File: src/rtl/capture_port_pkg.sv
// capture port package: register layout, word sets, timing constants and state codes
// assumes a 200 MHz system clock feeding the serial transmitter
package capture_port_pkg;

    // capture_port_config field positions and reset value
    localparam int CFG_CLOCK_RATE_BIT = 0;
    localparam int CFG_PACKAGE_SIZE_BIT = 1;
    localparam int CFG_PACKAGE_GAP_BIT = 2;
    localparam int CFG_WORD_SET_LSB = 3;
    localparam int CFG_SELECT_POLARITY_BIT = 5;
    localparam logic [7:0] CFG_RESET = 8'h00;

    // word_set_select codes
    localparam logic [1:0] SET_ALL = 2'h0;
    localparam logic [1:0] SET_WAVEFORM = 2'h1;
    localparam logic [1:0] SET_POWER = 2'h2;
    localparam logic [1:0] SET_RESERVED = 2'h3;

    // source slot order: ia va ib vb ic vc in, then apparent, active, reactive a/b/c
    localparam logic [3:0] FIRST_ALL = 4'h0;
    localparam logic [4:0] COUNT_ALL = 5'h10;
    localparam logic [3:0] FIRST_WAVEFORM = 4'h0;
    localparam logic [4:0] COUNT_WAVEFORM = 5'h07;
    localparam logic [3:0] FIRST_POWER = 4'h7;
    localparam logic [4:0] COUNT_POWER = 5'h09;

    // serial format
    localparam int SOURCE_BITS = 24;
    localparam int WORD_BITS = 32;
    localparam logic [4:0] LAST_BIT = 5'h1f;
    localparam logic [2:0] BYTE_LAST_BIT = 3'h7;
    localparam logic [2:0] GAP_PERIODS = 3'h7;

    // serial clock timing derived from the system clock period
    localparam int CLK_PERIOD_NS = 5;
    localparam int FAST_PERIOD_NS = 125;
    localparam int SLOW_PERIOD_NS = 250;
    localparam logic [5:0] FAST_LAST_TICK = 6'(FAST_PERIOD_NS / CLK_PERIOD_NS - 1);
    localparam logic [5:0] SLOW_LAST_TICK = 6'(SLOW_PERIOD_NS / CLK_PERIOD_NS - 1);
    localparam logic [5:0] FAST_RISE_TICK = 6'(FAST_PERIOD_NS / CLK_PERIOD_NS / 2 - 1);
    localparam logic [5:0] SLOW_RISE_TICK = 6'(SLOW_PERIOD_NS / CLK_PERIOD_NS / 2 - 1);

    // transfer control and serializer states
    typedef enum logic [2:0] {
        F_IDLE = 3'b001,
        F_FEED = 3'b010,
        F_WAIT = 3'b100
    } fetch_state_t;

    typedef enum logic [2:0] {
        S_IDLE = 3'b001,
        S_SHIFT = 3'b010,
        S_GAP = 3'b100
    } ser_state_t;

endpackage

File: src/rtl/waveform_capture_serial_tx.sv
// transmit-only serial master streaming sign-extended waveform and power words
// assumes sample_tick is a one-cycle 8 kHz strobe and all inputs share ref_clk
`timescale 1ns/1ps
`default_nettype none
module waveform_capture_serial_tx
(
    // clock and reset
    input wire logic ref_clk,
    input wire logic rstn,
    // configuration register port
    input wire logic cfg_wr_en,
    input wire logic [7:0] cfg_wr_data,
    output logic [7:0] cfg_rd_data,
    // port enable and sampling strobe
    input wire logic port_enable,
    input wire logic sample_tick,
    // source words, slot 0 first
    input wire logic [15:0][23:0] sample_words,
    // status
    output logic busy,
    // serial pins
    output logic capture_select_pin,
    output logic capture_data_pin,
    output logic capture_clock_pin
);

    // reset release through two flip-flops
    logic [1:0] rst_sync_q;
    logic rst_n;
    always_ff @(posedge ref_clk or negedge rstn)
    begin
        if (!rstn)
            rst_sync_q <= 2'h0;
        else
            rst_sync_q <= {rst_sync_q[0], 1'b1};
    end
    assign rst_n = rst_sync_q[1];

    // configuration register
    logic [7:0] cfg_q, cfg_d;
    always_comb
    begin
        cfg_d = cfg_q;
        if (cfg_wr_en)
            cfg_d = cfg_wr_data; // bits 7:6 stored and read back, never used
    end
    always_ff @(posedge ref_clk or negedge rst_n)
    begin
        if (!rst_n)
            cfg_q <= capture_port_pkg::CFG_RESET;
        else
            cfg_q <= cfg_d;
    end
    assign cfg_rd_data = cfg_q;

    logic [1:0] word_set;
    logic gap_on, byte_pkg, slow_clk, sel_pol;
    assign word_set = cfg_q[capture_port_pkg::CFG_WORD_SET_LSB +: 2];
    assign gap_on = cfg_q[capture_port_pkg::CFG_PACKAGE_GAP_BIT];
    assign byte_pkg = cfg_q[capture_port_pkg::CFG_PACKAGE_SIZE_BIT];
    assign slow_clk = cfg_q[capture_port_pkg::CFG_CLOCK_RATE_BIT];
    assign sel_pol = cfg_q[capture_port_pkg::CFG_SELECT_POLARITY_BIT];

    // two-entry word buffer between fetch and serializer
    logic [32:0] fifo_mem_q [2];
    logic [32:0] fifo_mem_d [2];
    logic fifo_wp_q, fifo_wp_d, fifo_rp_q, fifo_rp_d;
    logic [1:0] fifo_cnt_q, fifo_cnt_d;
    logic push, pop, fifo_ready, fifo_valid;
    logic [32:0] push_word;
    assign fifo_ready = (fifo_cnt_q != 2'h2);
    assign fifo_valid = (fifo_cnt_q != 2'h0);

    // transfer control and word fetch
    capture_port_pkg::fetch_state_t fetch_q, fetch_d;
    logic [15:0][23:0] snap_q, snap_d;
    logic [3:0] word_idx_q, word_idx_d;
    logic [4:0] words_left_q, words_left_d;
    logic active_q, active_d;
    logic start_go, done_q, done_d;
    logic [23:0] src;

    assign start_go = (fetch_q == capture_port_pkg::F_IDLE) && sample_tick && port_enable;
    assign src = snap_q[word_idx_q];
    assign push = (fetch_q == capture_port_pkg::F_FEED) && fifo_ready; // stalls on full buffer
    assign push_word = {(words_left_q == 5'h01), {8{src[23]}}, src}; // sign extension

    always_comb
    begin
        fetch_d = fetch_q;
        snap_d = snap_q;
        word_idx_d = word_idx_q;
        words_left_d = words_left_q;
        active_d = active_q;
        unique case (fetch_q)
            capture_port_pkg::F_IDLE:
            begin
                // a tick that lands during a transfer is skipped
                if (start_go)
                begin
                    snap_d = sample_words; // one sampling cycle per transfer
                    active_d = 1'b1;
                    fetch_d = capture_port_pkg::F_FEED;
                    unique case (word_set)
                        capture_port_pkg::SET_WAVEFORM:
                        begin
                            word_idx_d = capture_port_pkg::FIRST_WAVEFORM;
                            words_left_d = capture_port_pkg::COUNT_WAVEFORM;
                        end
                        capture_port_pkg::SET_POWER:
                        begin
                            word_idx_d = capture_port_pkg::FIRST_POWER;
                            words_left_d = capture_port_pkg::COUNT_POWER;
                        end
                        default:
                        begin
                            word_idx_d = capture_port_pkg::FIRST_ALL; // 00 and 11 alike
                            words_left_d = capture_port_pkg::COUNT_ALL;
                        end
                    endcase
                end
            end
            capture_port_pkg::F_FEED:
            begin
                if (push)
                begin
                    word_idx_d = word_idx_q + 4'h1; // slot order gives the wire order
                    words_left_d = words_left_q - 5'h01;
                    if (words_left_q == 5'h01)
                        fetch_d = capture_port_pkg::F_WAIT;
                end
            end
            capture_port_pkg::F_WAIT:
            begin
                if (done_q)
                begin
                    active_d = 1'b0;
                    fetch_d = capture_port_pkg::F_IDLE;
                end
            end
        endcase
    end
    always_ff @(posedge ref_clk or negedge rst_n)
    begin
        if (!rst_n)
        begin
            fetch_q <= capture_port_pkg::F_IDLE;
            snap_q <= '0;
            word_idx_q <= 4'h0;
            words_left_q <= 5'h00;
            active_q <= 1'b0;
        end
        else
        begin
            fetch_q <= fetch_d;
            snap_q <= snap_d;
            word_idx_q <= word_idx_d;
            words_left_q <= words_left_d;
            active_q <= active_d;
        end
    end

    // buffer pointers and storage
    always_comb
    begin
        fifo_mem_d = fifo_mem_q;
        fifo_wp_d = fifo_wp_q;
        fifo_rp_d = fifo_rp_q;
        fifo_cnt_d = fifo_cnt_q;
        if (push)
        begin
            fifo_mem_d[fifo_wp_q] = push_word;
            fifo_wp_d = ~fifo_wp_q;
        end
        if (pop)
            fifo_rp_d = ~fifo_rp_q;
        if (push && !pop)
            fifo_cnt_d = fifo_cnt_q + 2'h1;
        else if (pop && !push)
            fifo_cnt_d = fifo_cnt_q - 2'h1;
    end
    always_ff @(posedge ref_clk or negedge rst_n)
    begin
        if (!rst_n)
        begin
            fifo_mem_q[0] <= 33'h0;
            fifo_mem_q[1] <= 33'h0;
            fifo_wp_q <= 1'b0;
            fifo_rp_q <= 1'b0;
            fifo_cnt_q <= 2'h0;
        end
        else
        begin
            fifo_mem_q <= fifo_mem_d;
            fifo_wp_q <= fifo_wp_d;
            fifo_rp_q <= fifo_rp_d;
            fifo_cnt_q <= fifo_cnt_d;
        end
    end

    // serializer: falling edge at tick 0, rising edge at mid period
    capture_port_pkg::ser_state_t ser_q, ser_d;
    logic [31:0] shreg_q, shreg_d;
    logic last_q, last_d;
    logic [4:0] bit_cnt_q, bit_cnt_d;
    logic [5:0] tick_q, tick_d;
    logic [2:0] gap_left_q, gap_left_d;
    logic clk_q, clk_d, data_q, data_d, sel_q, sel_d;
    logic [5:0] last_tick, rise_tick;
    logic word_end, pkg_end, next_bit;
    logic [32:0] head;

    assign last_tick = slow_clk ? capture_port_pkg::SLOW_LAST_TICK
                                : capture_port_pkg::FAST_LAST_TICK;
    assign rise_tick = slow_clk ? capture_port_pkg::SLOW_RISE_TICK
                                : capture_port_pkg::FAST_RISE_TICK;
    assign word_end = (bit_cnt_q == capture_port_pkg::LAST_BIT);
    assign pkg_end = word_end || (byte_pkg && bit_cnt_q[2:0] == capture_port_pkg::BYTE_LAST_BIT);
    assign head = fifo_mem_q[fifo_rp_q];

    always_comb
    begin
        ser_d = ser_q;
        shreg_d = shreg_q;
        last_d = last_q;
        bit_cnt_d = bit_cnt_q;
        tick_d = tick_q;
        gap_left_d = gap_left_q;
        clk_d = clk_q;
        data_d = data_q;
        done_d = 1'b0;
        pop = 1'b0;
        next_bit = 1'b0;
        unique case (ser_q)
            capture_port_pkg::S_IDLE:
                pop = fifo_valid;
            capture_port_pkg::S_SHIFT:
            begin
                if (tick_q == last_tick)
                begin
                    if (word_end && last_q)
                    begin
                        ser_d = capture_port_pkg::S_IDLE;
                        done_d = 1'b1;
                    end
                    else if (pkg_end && gap_on) // gap only with its bit set
                    begin
                        ser_d = capture_port_pkg::S_GAP;
                        gap_left_d = capture_port_pkg::GAP_PERIODS;
                        tick_d = 6'h00;
                    end
                    else if (word_end)
                    begin
                        pop = fifo_valid; // back-to-back words without a pause
                        if (!fifo_valid)
                            ser_d = capture_port_pkg::S_IDLE;
                    end
                    else
                        next_bit = 1'b1;
                end
                else
                begin
                    tick_d = tick_q + 6'h01;
                    if (tick_q == rise_tick)
                        clk_d = 1'b1; // receiver samples on this rising edge
                end
            end
            capture_port_pkg::S_GAP:
            begin
                // clock held high for the whole gap
                if (tick_q != last_tick)
                    tick_d = tick_q + 6'h01;
                else if (gap_left_q != 3'h1)
                begin
                    gap_left_d = gap_left_q - 3'h1;
                    tick_d = 6'h00;
                end
                else if (word_end)
                    pop = fifo_valid;
                else
                    next_bit = 1'b1;
            end
        endcase
        if (pop)
        begin
            shreg_d = head[31:0];
            last_d = head[32];
            bit_cnt_d = 5'h00;
            tick_d = 6'h00;
            clk_d = 1'b0;
            data_d = head[31]; // msb leaves first
            ser_d = capture_port_pkg::S_SHIFT;
        end
        if (next_bit)
        begin
            shreg_d = {shreg_q[30:0], 1'b0};
            data_d = shreg_q[30]; // new bit on the falling edge
            bit_cnt_d = bit_cnt_q + 5'h01;
            tick_d = 6'h00;
            clk_d = 1'b0;
            ser_d = capture_port_pkg::S_SHIFT;
        end
        sel_d = sel_pol ? active_q : !active_q;
    end
    always_ff @(posedge ref_clk or negedge rst_n)
    begin
        if (!rst_n)
        begin
            ser_q <= capture_port_pkg::S_IDLE;
            shreg_q <= 32'h0;
            last_q <= 1'b0;
            bit_cnt_q <= 5'h00;
            tick_q <= 6'h00;
            gap_left_q <= 3'h0;
            clk_q <= 1'b1;
            data_q <= 1'b1;
            sel_q <= 1'b1;
            done_q <= 1'b0;
        end
        else
        begin
            ser_q <= ser_d;
            shreg_q <= shreg_d;
            last_q <= last_d;
            bit_cnt_q <= bit_cnt_d;
            tick_q <= tick_d;
            gap_left_q <= gap_left_d;
            clk_q <= clk_d;
            data_q <= data_d;
            sel_q <= sel_d;
            done_q <= done_d;
        end
    end

    assign capture_select_pin = sel_q;
    assign capture_data_pin = data_q;
    assign capture_clock_pin = clk_q;
    assign busy = active_q;

    // checks on the transmitter's own behaviour
    a_full_set: assert property (@(posedge ref_clk) disable iff (!rst_n)
        (start_go && (word_set == 2'h0 || word_set == 2'h3))
        |=> (words_left_q == 5'h10 && word_idx_q == 4'h0))
        else $error("full word set not loaded");
    a_wave_set: assert property (@(posedge ref_clk) disable iff (!rst_n)
        (start_go && word_set == 2'h1) |=> (words_left_q == 5'h07 && word_idx_q == 4'h0))
        else $error("waveform word set not loaded");
    a_power_set: assert property (@(posedge ref_clk) disable iff (!rst_n)
        (start_go && word_set == 2'h2) |=> (words_left_q == 5'h09 && word_idx_q == 4'h7))
        else $error("power word set not loaded");
    a_slot_order: assert property (@(posedge ref_clk) disable iff (!rst_n)
        (push && words_left_q != 5'h01) |=> (word_idx_q == $past(word_idx_q) + 4'h1))
        else $error("words left out of slot order");
    a_select_low: assert property (@(posedge ref_clk) disable iff (!rst_n)
        (ser_q == capture_port_pkg::S_SHIFT && !sel_pol && $stable(sel_pol))
        |-> !capture_select_pin)
        else $error("select not low while shifting");
    a_select_high: assert property (@(posedge ref_clk) disable iff (!rst_n)
        (ser_q == capture_port_pkg::S_SHIFT && sel_pol && $stable(sel_pol))
        |-> capture_select_pin)
        else $error("select not high while shifting");
    a_no_gap: assert property (@(posedge ref_clk) disable iff (!rst_n)
        (!gap_on && $stable(gap_on)) |=> ser_q != capture_port_pkg::S_GAP)
        else $error("gap inserted with gaps off");
    a_gap_length: assert property (@(posedge ref_clk) disable iff (!rst_n)
        (ser_q == capture_port_pkg::S_SHIFT) ##1 (ser_q == capture_port_pkg::S_GAP)
        |-> (gap_left_q == 3'h7 && tick_q == 6'h00 && capture_clock_pin))
        else $error("gap not seven periods");
    a_low_phase: assert property (@(posedge ref_clk) disable iff (!rst_n)
        ($fell(capture_clock_pin) && !slow_clk) |-> (!capture_clock_pin)[*8])
        else $error("serial clock low phase too short");
    a_snapshot: assert property (@(posedge ref_clk) disable iff (!rst_n)
        start_go |=> (snap_q == $past(sample_words)))
        else $error("sources not latched at start");
    a_busy_skip: assert property (@(posedge ref_clk) disable iff (!rst_n)
        (sample_tick && active_q) |=> $stable(snap_q))
        else $error("snapshot changed during a transfer");

endmodule
`default_nettype wire

File: config.mk
export PLATFORM = sky130hd
export DESIGN_NAME = waveform_capture_serial_tx
export DESIGN_NICKNAME = d
export VERILOG_FILES = /design/src/rtl/capture_port_pkg.sv /design/src/rtl/waveform_capture_serial_tx.sv
export SDC_FILE = /design/constraint.sdc
export NUM_CORES = 1
export LEC_CHECK = 0
export ABC_AREA = 1
export BUFFER_PORTS_ARGS = -buffer_cell sky130_fd_sc_hd__clkbuf_2
export CAP_MARGIN = 30
export CORE_MARGIN = 5
export CORE_UTILIZATION = 40
export CTS_BUF_LIST = sky130_fd_sc_hd__clkbuf_8
export CTS_CLUSTER_DIAMETER = 40
export DETAILED_ROUTE_END_ITERATION = 8
export PLACE_DENSITY = 0.65
export SLEW_MARGIN = 10
export SYNTH_ARGS = -nofsm -noshare
export SYNTH_HDL_FRONTEND = slang
export SYNTH_SLANG_ARGS = --single-unit
File: constraint.sdc
create_clock -name ref_clk -period 46.7 [get_ports ref_clk]
set_input_delay 14.01 -clock ref_clk [delete_from_list [all_inputs] [get_ports ref_clk]]
set_output_delay 14.01 -clock ref_clk [all_outputs]
set_load 0.02 [all_outputs]
==> flow_results.xml, run 1 <==
<?xml version="1.0" encoding="UTF-8"?>
<metrics>
  <group name="critical_path">
    <metric name="crit_fanout" unit="">226</metric>
    <metric name="critical_path.slowest_cell" unit="">inv_8</metric>
    <metric name="worst-endpoint-required" unit="ns">47.29</metric>
    <metric name="critical_path.startpoint" unit="">port_enable</metric>
    <metric name="cp-start-kind" unit="">input pin</metric>
    <metric name="path_class" unit="">in -&gt; reg</metric>
    <metric name="regToRegStartpoint" unit="">fetch_q[0]$_DFFE_PN1P_</metric>
    <metric name="cp_top_family" unit="">buffers and inverters</metric>
    <metric name="critPathBufInv" unit="">4</metric>
    <metric name="crit_path_max_incr_delay" unit="ns">0.86</metric>
    <metric name="timing.rr.end" unit="">snap_q[43]$_DFFE_PN0P_</metric>
    <metric name="setup.worst_path.end_class" unit="">register</metric>
    <metric name="worstRegToRegCells" unit="">8</metric>
    <metric name="worstPathCellList" unit="">clkbuf_2 -&gt; nand3_4 -&gt; inv_8 -&gt; buf_12 -&gt; buf_4 -&gt; nand2_1 -&gt; o21ai_0</metric>
    <metric name="worstPathArrival" unit="ns">17.27</metric>
    <metric name="reg2reg_setup_slack" unit="ns">42.49</metric>
  </group>
  <group name="global_routing">
    <metric name="grt_pass1_vias" unit="">20600</metric>
    <metric name="globalRoute.totalOverflow" unit="">0</metric>
    <metric name="grt_start_max_net_pins" unit="">227</metric>
    <metric name="global_route.usage.total" unit="">0.239</metric>
    <metric name="number_of_antenna_violations_at_the_first_check_in_global_routing" unit="">12</metric>
    <metric name="grt_first_pass_wirelength" unit="mm">120</metric>
  </group>
  <group name="power_and_ir_drop">
    <metric name="vdd_drop_max" unit="mV">0.0287</metric>
    <metric name="power.static_leakage" unit="nW">15.4</metric>
    <metric name="power.share.sequential" unit="">0.363</metric>
    <metric name="netSwitchingPower" unit="mW">0.545</metric>
    <metric name="share_clk_of_total_power" unit="">0.318</metric>
    <metric name="pwr-share-comb" unit="">0.319</metric>
    <metric name="pint" unit="mW">0.861</metric>
    <metric name="power.share.switching" unit="">0.388</metric>
    <metric name="power_density" unit="nW/um^2">49.5</metric>
  </group>
  <group name="sta">
    <metric name="hold_ws" unit="ns">0.349</metric>
    <metric name="timing.fmax" unit="MHz">59.9</metric>
    <metric name="report.final.slew_viol_count" unit="">0</metric>
    <metric name="timing.final.crit_period" unit="ns">16.68</metric>
    <metric name="final_min_period_over_clock_period" unit="">0.357</metric>
    <metric name="rsz_0062_raised_after_global_routing" unit="">no</metric>
    <metric name="setup-violations-final" unit="">0</metric>
    <metric name="slew-limit-headroom" unit="">0.238</metric>
    <metric name="report.final.hold_viol_count" unit="">0</metric>
    <metric name="setup_tns" unit="ns">0</metric>
    <metric name="worstMarginPinSlew" unit="ns">1.14</metric>
    <metric name="finalClockSkew" unit="ns">0.0206</metric>
  </group>
  <group name="hold_path">
    <metric name="holdPathStages" unit="">0</metric>
    <metric name="worst_hold_path.endpoint" unit="">rst_sync_q[1]$_DFF_PN0_</metric>
    <metric name="hold_path.class" unit="">reg -&gt; reg</metric>
    <metric name="hold_start" unit="">rst_sync_q[0]$_DFF_PN0_</metric>
  </group>
  <group name="finish">
    <metric name="drive_above_1_share" unit="">0.176</metric>
    <metric name="mostFrequentLayoutCell" unit="">nand2_1</metric>
    <metric name="multi_input_gate_area" unit="sq um">9530</metric>
    <metric name="layout.nets" unit="">3827</metric>
    <metric name="synthToLayoutAreaGrowth" unit="%">18.9</metric>
    <metric name="seqCellArea" unit="sq um">12900</metric>
    <metric name="final_design_area_no_fill" unit="sq um">28400</metric>
    <metric name="final.fill_count" unit="">5872</metric>
    <metric name="layout_common_cells" unit="">nand2_1, dfrtp_1, clkbuf_2</metric>
  </group>
  <group name="detailed_routing">
    <metric name="average_wire_length_per_cell_after_detail_routing" unit="um">18.4</metric>
    <metric name="postRouteAntennaNets" unit="">0</metric>
    <metric name="initial_drt_markers" unit="">1905</metric>
    <metric name="remaining_drc_errors" unit="">0</metric>
    <metric name="firstDrtPassIters" unit="">5</metric>
    <metric name="num_vias" unit="">21700</metric>
    <metric name="detail_route.vias_per_cell" unit="">5.07</metric>
    <metric name="routed_wirelength" unit="mm">78.7</metric>
  </group>
  <group name="cts">
    <metric name="cts_tree" unit="">built</metric>
    <metric name="clk_root_buffer_cell" unit="">clkbuf_8</metric>
    <metric name="post_cts_buffers" unit="">0</metric>
    <metric name="htreeDepth" unit="">3</metric>
    <metric name="holdBufCountCts" unit="">0</metric>
    <metric name="tritoncts_num_sinks" unit="">514</metric>
    <metric name="clkLatencyLatePin" unit="ns">0.68</metric>
    <metric name="cts_buf_count" unit="">95</metric>
    <metric name="cts.reportedPaths.clkPinSlew" unit="ns">0.06</metric>
    <metric name="maximum_number_of_buffers_from_clock_root_to_sink" unit="">3</metric>
    <metric name="post_cts_resize_count" unit="">0</metric>
  </group>
  <group name="placed_design">
    <metric name="place_area" unit="sq um">26300</metric>
    <metric name="port-buffer-count" unit="">408</metric>
    <metric name="hpwlAfterDp" unit="mm">53.5</metric>
    <metric name="gpl.final_weighted_congestion" unit="">0.838</metric>
  </group>
  <group name="synthesis">
    <metric name="async_reset_ff_frac" unit="">1.00</metric>
    <metric name="yosys_warnings" unit="">0</metric>
    <metric name="syn-mean-instance-area" unit="sq um">7.78</metric>
    <metric name="synth_nets" unit="">3478</metric>
    <metric name="syn_area" unit="sq um">23900</metric>
    <metric name="synth-seq-area-share" unit="">0.539</metric>
    <metric name="synthCells" unit="">3068</metric>
    <metric name="ys_seq_elements" unit="">514</metric>
    <metric name="synth-main-ff-cell" unit="">dfrtp_1</metric>
    <metric name="post_synth_num_cell_types" unit="">44</metric>
    <metric name="synth-edff-count" unit="">0</metric>
  </group>
  <group name="run">
    <metric name="maxCapViolCount" unit="">0</metric>
  </group>
  <group name="outcome">
    <metric name="status" unit="">completed</metric>
  </group>
  <group name="floorplan">
    <metric name="coreArea" unit="sq um">59100</metric>
    <metric name="count_of_standard_cell_rows" unit="">89</metric>
    <metric name="design.portCount" unit="">409</metric>
    <metric name="fp.dieArea" unit="sq um">64700</metric>
    <metric name="die_width" unit="um">254</metric>
    <metric name="start_util" unit="">0.404</metric>
    <metric name="die_height" unit="um">254</metric>
  </group>
</metrics>
-- metrics by stage --
step                 util  power, mW  cells  worst slack [ns]
finish              0.480       1.41   4283             30.02
detailed placement  0.445      0.957   4089             29.28
floorplan               -      0.798   3068             31.32
global placement    0.443      0.952   4086             29.33
global route        0.480       1.49   4283             29.70
CTS                 0.478       1.41   4267             30.01
-- state kept, by name, summed over array words and instances, names as in the netlist, 2 cells and up --
register	flops
ser_q	3
shreg_q	31
words_left_q	5
fifo_cnt_q	2
snap_q	384
gap_left_q	3
tick_q	6
cfg_rd_data	8
fetch_q	3
word_idx_q	4
rst_sync_q	2
bit_cnt_q	5
fifo_mem_q	50
-- layout make-up --
class	instances	share of cell area
Clock buffer	115	0.0557
Timing Repair Buffer	437	0.0846
Inverter	158	0.0212
Antenna cell	12	0.00106
Tap cell	773	0.0341
Clock inverter	63	0.0141
Multi-Input combinational cell	2211	0.336
Sequential cell	514	0.454
-- routing by layer --
layer	GRT usage	up-vias	wire length, um	part of all wire
met3	0.0440	123	5170	0.066
met2	0.366	758	36400	0.46
met5	0	-	0	0
li1	-	10400	-	-
met4	0.0753	0	2030	0.026
met1	0.346	10400	35200	0.45
-- power by group through the flow --
stage               clock, mW  combinational [mW]  sequential, mW
floorplan                   0               0.285           0.513
global placement            0               0.435           0.517
detailed placement          0               0.439           0.518
CTS                     0.456               0.441           0.510
global route            0.478               0.496           0.514
finish                  0.447               0.448           0.510
-- worst register-to-register path, cell delays in order, from the launching register on --
cell and delay [ns]:
dfstp_2 0.55, inv_1 0.06, nor3_2 0.28, nand3_4 0.58, inv_8 0.90, buf_12 0.77, buf_4 0.73, nand2_1 0.14
o21ai_0 0.10
-- worst max-delay path by stage --
stage	end	slack [ns]	cells past startpoint
final	snap_q[43]$_DFFE_PN0P_	30.02	7
after global routing	snap_q[43]$_DFFE_PN0P_	29.70	7
after CTS	snap_q[43]$_DFFE_PN0P_	30.01	7
after detailed placement	snap_q[43]$_DFFE_PN0P_	29.28	7
after global placement	snap_q[296]$_DFFE_PN0P_	29.33	6
after floorplan	bit_cnt_q[0]$_DFFE_PN0P_	31.32	0
-- Yosys cell counts (7+ instances only) --
cell / count / area (sq um)
nand4_1: 25 / 156
inv_1: 149 / 559
buf_6: 11 / 124
a31oi_1: 26 / 163
o22ai_1: 18 / 113
xor2_1: 7 / 61.3
buf_2: 85 / 425
nand2_1: 1456 / 5470
o21ai_0: 252 / 1260
a21oi_1: 87 / 435
nand3_1: 87 / 435
nor2_1: 121 / 454
inv_2: 7 / 26.3
dfrtp_1: 509 / 12700
ha_1: 13 / 163
clkbuf_1: 81 / 304
o21ai_1: 53 / 265
o211ai_1: 20 / 150
-- cells by family after synthesis --
| logic type | Yosys count | synth area share |
|---|---|---|
| AO/OA/AOI/OAI | 473 | 0.105 |
| XOR/XNOR | 11 | 0.00403 |
| adder cells (fa/ha/maj) | 13 | 0.00681 |
| buffers and inverters | 343 | 0.0625 |
| flip-flops | 514 | 0.539 |
| multiplexers | 5 | 0.00236 |
| other | 1 | 0.000157 |
| AND/OR/NAND/NOR | 1708 | 0.280 |
No activity file was read; power rests on OpenSTA's default activity.
==> run 2, diff against run 1 <==
--- a/config.mk
+++ b/config.mk
@@ -5,7 +5,7 @@
 export SDC_FILE = /design/constraint.sdc
 export NUM_CORES = 1
 export LEC_CHECK = 0
-export ABC_AREA = 1
+export ABC_AREA = 0
 export BUFFER_PORTS_ARGS = -buffer_cell sky130_fd_sc_hd__clkbuf_2
 export CAP_MARGIN = 30
 export CORE_MARGIN = 5
==> constraint.sdc (replaced) <==
create_clock -name ref_clk -period 17.5 [get_ports ref_clk]
set_input_delay 5.25 -clock ref_clk [delete_from_list [all_inputs] [get_ports ref_clk]]
set_output_delay 5.25 -clock ref_clk [all_outputs]
set_load 0.02 [all_outputs]
==> run 2 against run 1 <==
  * Synthesized cell count is 44% lower
  * Cell area is 0.22% lower
  * Final cell count is 31% lower
  * Core utilization is 0.90 points higher
  * Sequential power is 140% higher
  * Register-to-register slack worse by 29 ns
  * Largest cell class unchanged
==> flow_results.xml, run 2 <==
<?xml version="1.0" encoding="UTF-8"?>
<metrics>
  <group name="outcome">
    <metric name="status" unit="">completed</metric>
  </group>
  <group name="critical_path">
    <metric name="cp-start-kind" unit="">input pin</metric>
    <metric name="crit_fanout" unit="">187</metric>
    <metric name="path_class" unit="">in -&gt; reg</metric>
    <metric name="setup.worst_path.end_class" unit="">register</metric>
    <metric name="worst-endpoint-required" unit="ns">18.03</metric>
    <metric name="worstPathArrival" unit="ns">8.79</metric>
  </group>
  <group name="sta">
    <metric name="rsz_0062_raised_after_global_routing" unit="">no</metric>
    <metric name="postLayoutSetupSlackWorst" unit="ns">9.25</metric>
    <metric name="report.final.slew_viol_count" unit="">0</metric>
    <metric name="slew-limit-headroom" unit="">0.321</metric>
    <metric name="final_min_period_over_clock_period" unit="">0.472</metric>
    <metric name="setup-violations-final" unit="">0</metric>
    <metric name="setup_tns" unit="ns">0</metric>
    <metric name="timing.fmax" unit="MHz">121</metric>
    <metric name="report.final.hold_viol_count" unit="">0</metric>
    <metric name="finalClockSkew" unit="ns">0.0339</metric>
    <metric name="worstMarginPinSlew" unit="ns">1.02</metric>
    <metric name="timing.final.crit_period" unit="ns">8.25</metric>
  </group>
  <group name="global_routing">
    <metric name="number_of_antenna_violations_at_the_first_check_in_global_routing" unit="">17</metric>
    <metric name="grt_start_max_net_pins" unit="">188</metric>
    <metric name="grt_first_pass_wirelength" unit="mm">100</metric>
    <metric name="globalRoute.totalOverflow" unit="">0</metric>
    <metric name="global_route.usage.total" unit="">0.203</metric>
    <metric name="grt_pass1_vias" unit="">17000</metric>
  </group>
  <group name="cts">
    <metric name="cts_buf_count" unit="">93</metric>
    <metric name="post_cts_resize_count" unit="">0</metric>
    <metric name="clk_root_buffer_cell" unit="">clkbuf_8</metric>
    <metric name="maximum_number_of_buffers_from_clock_root_to_sink" unit="">3</metric>
    <metric name="htreeDepth" unit="">3</metric>
    <metric name="holdBufCountCts" unit="">0</metric>
    <metric name="cts.reportedPaths.clkPinSlew" unit="ns">0.06</metric>
    <metric name="cts_tree" unit="">built</metric>
    <metric name="tritoncts_num_sinks" unit="">514</metric>
    <metric name="post_cts_buffers" unit="">0</metric>
    <metric name="clkLatencyLatePin" unit="ns">0.67</metric>
  </group>
  <group name="synthesis">
    <metric name="syn-mean-instance-area" unit="sq um">13.7</metric>
    <metric name="async_reset_ff_frac" unit="">1.00</metric>
    <metric name="syn_area" unit="sq um">23500</metric>
    <metric name="synth-seq-area-share" unit="">0.548</metric>
    <metric name="synth_nets" unit="">2118</metric>
    <metric name="post-synth-top-area-fraction" unit="">0.542</metric>
    <metric name="yosys_warnings" unit="">0</metric>
    <metric name="post_synth_num_cell_types" unit="">62</metric>
    <metric name="synth-edff-count" unit="">0</metric>
    <metric name="synthCells" unit="">1708</metric>
    <metric name="synth_area_leaders" unit="">dfrtp_1, mux2_2, mux4_2</metric>
    <metric name="synth-main-ff-cell" unit="">dfrtp_1</metric>
    <metric name="synth.most_common_cell" unit="">dfrtp_1</metric>
    <metric name="ys_seq_elements" unit="">514</metric>
    <metric name="synth_commonest_cells" unit="">dfrtp_1, mux2_2, mux2i_1</metric>
    <metric name="yosys.area.top_type" unit="">dfrtp_1</metric>
  </group>
  <group name="power_and_ir_drop">
    <metric name="vdd_drop_max" unit="mV">0.0643</metric>
    <metric name="power.static_leakage" unit="nW">14.0</metric>
    <metric name="power_density" unit="nW/um^2">88.3</metric>
    <metric name="fin_total_pwr" unit="mW">2.50</metric>
  </group>
  <group name="placed_design">
    <metric name="post-place-ws" unit="ns">8.39</metric>
    <metric name="hpwlAfterDp" unit="mm">47.6</metric>
    <metric name="port-buffer-count" unit="">408</metric>
    <metric name="place_area" unit="sq um">26300</metric>
    <metric name="gpl.final_weighted_congestion" unit="">0.842</metric>
  </group>
  <group name="floorplan">
    <metric name="count_of_standard_cell_rows" unit="">88</metric>
    <metric name="design.portCount" unit="">409</metric>
    <metric name="coreArea" unit="sq um">57900</metric>
    <metric name="die_height" unit="um">252</metric>
    <metric name="die_width" unit="um">252</metric>
    <metric name="fp.dieArea" unit="sq um">63600</metric>
    <metric name="start_util" unit="">0.405</metric>
  </group>
  <group name="hold_path">
    <metric name="hold_path.class" unit="">reg -&gt; reg</metric>
  </group>
  <group name="finish">
    <metric name="top_regs" unit="">snap_q x384, fifo_mem_q x50, shreg_q x31</metric>
    <metric name="regMostFlops" unit="">snap_q</metric>
    <metric name="number_of_flip_flops_under_the_largest_register_name" unit="">384</metric>
    <metric name="final_design_area_no_fill" unit="sq um">28300</metric>
    <metric name="layout.nets" unit="">2530</metric>
    <metric name="synthToLayoutAreaGrowth" unit="%">20.6</metric>
    <metric name="mostFrequentLayoutCell" unit="">dfrtp_1</metric>
    <metric name="drive_above_1_share" unit="">0.493</metric>
    <metric name="layout_common_cells" unit="">dfrtp_1, mux2_2, clkbuf_2</metric>
  </group>
  <group name="run">
    <metric name="maxCapViolCount" unit="">0</metric>
  </group>
  <group name="detailed_routing">
    <metric name="initial_drt_markers" unit="">959</metric>
    <metric name="firstDrtPassIters" unit="">5</metric>
    <metric name="routed_wirelength" unit="mm">65.2</metric>
    <metric name="detail_route.vias_per_cell" unit="">5.33</metric>
    <metric name="num_vias" unit="">15800</metric>
    <metric name="average_wire_length_per_cell_after_detail_routing" unit="um">22.0</metric>
    <metric name="postRouteAntennaNets" unit="">0</metric>
    <metric name="remaining_drc_errors" unit="">0</metric>
  </group>
</metrics>
## run 2: logic make-up (layout without fill, tap and decap cells)
group / Yosys count / in the layout / synth area share
mux: 564 / 564 / 0.288
flops: 514 / 514 / 0.548
compound gates: 238 / 238 / 0.0775
simple gates: 227 / 227 / 0.0488
buf+inv: 140 / 624 / 0.0263
fa+ha+maj: 13 / 13 / 0.00693
xor+xnor: 11 / 11 / 0.00410
other cells: 1 / 13 / 0.000160
## run 2: path summary, 6_finish.rpt
path	cells past startpoint	to	start	slack, ns
worst max register to register	8	snap_q[326]$_DFFE_PN0P_	fetch_q[0]$_DFFE_PN1P_	13.16
max in group asynchronous	1	rst_sync_q[1]$_DFF_PN0_	rstn	13.03
worst min-delay path	0	rst_sync_q[1]$_DFF_PN0_	rst_sync_q[0]$_DFF_PN0_	0.35
worst min register to register	0	rst_sync_q[1]$_DFF_PN0_	rst_sync_q[0]$_DFF_PN0_	0.35
min in group asynchronous	0	snap_q[130]$_DFFE_PN0P_	rst_sync_q[1]$_DFF_PN0_	0.42
worst max-delay path	9	snap_q[326]$_DFFE_PN0P_	port_enable	9.25
## run 2: per-layer routing
layer,up-vias,GRT usage,wire length [um],share of wire
met5,-,0,112,0.0017
met4,16,0.0653,1600,0.025
met3,107,0.0606,4240,0.065
met2,409,0.353,33800,0.52
met1,8101,0.245,25400,0.39
li1,7206,-,-,-
## run 2: stage by stage
stage | hold WS (ns) | util | cells
2_1_floorplan | 0.331 | - | 1708
3_3_place_gp | 0.338 | 0.451 | 2780
3_5_place_dp | 0.337 | 0.454 | 2785
4_1_cts | 0.351 | 0.486 | 2952
5_1_grt | 0.357 | 0.489 | 2964
6_report | 0.348 | 0.489 | 2969
## run 2: where the power goes
part	internal [mW]	switching, mW	leakage (nW)
Clock	0.640	0.507	1.10
Sequential	1.20	0.0206	7.09
Combinational	0.0599	0.0691	5.79
Total	1.90	0.597	14.0
## run 2: critical path, cell delays in order
cell and delay, ns:
clkbuf_2 0.09, and2_1 0.22, and2_4 0.42, buf_4 0.30, buf_16 0.33, buf_12 0.70
buf_4 0.44, buf_16 0.34, mux2_2 0.38
## run 2: layout make-up
cell class / count / area [sq um]
repair buffers: 439 / 2470
flip-flops and latches: 514 / 12900
inverters: 18 / 67.6
diodes: 12 / 30.0
clock inverters: 55 / 365
multi-input cells: 1054 / 10000
fillers: 5159 / 29600
well taps: 765 / 957
clock buffers: 112 / 1540
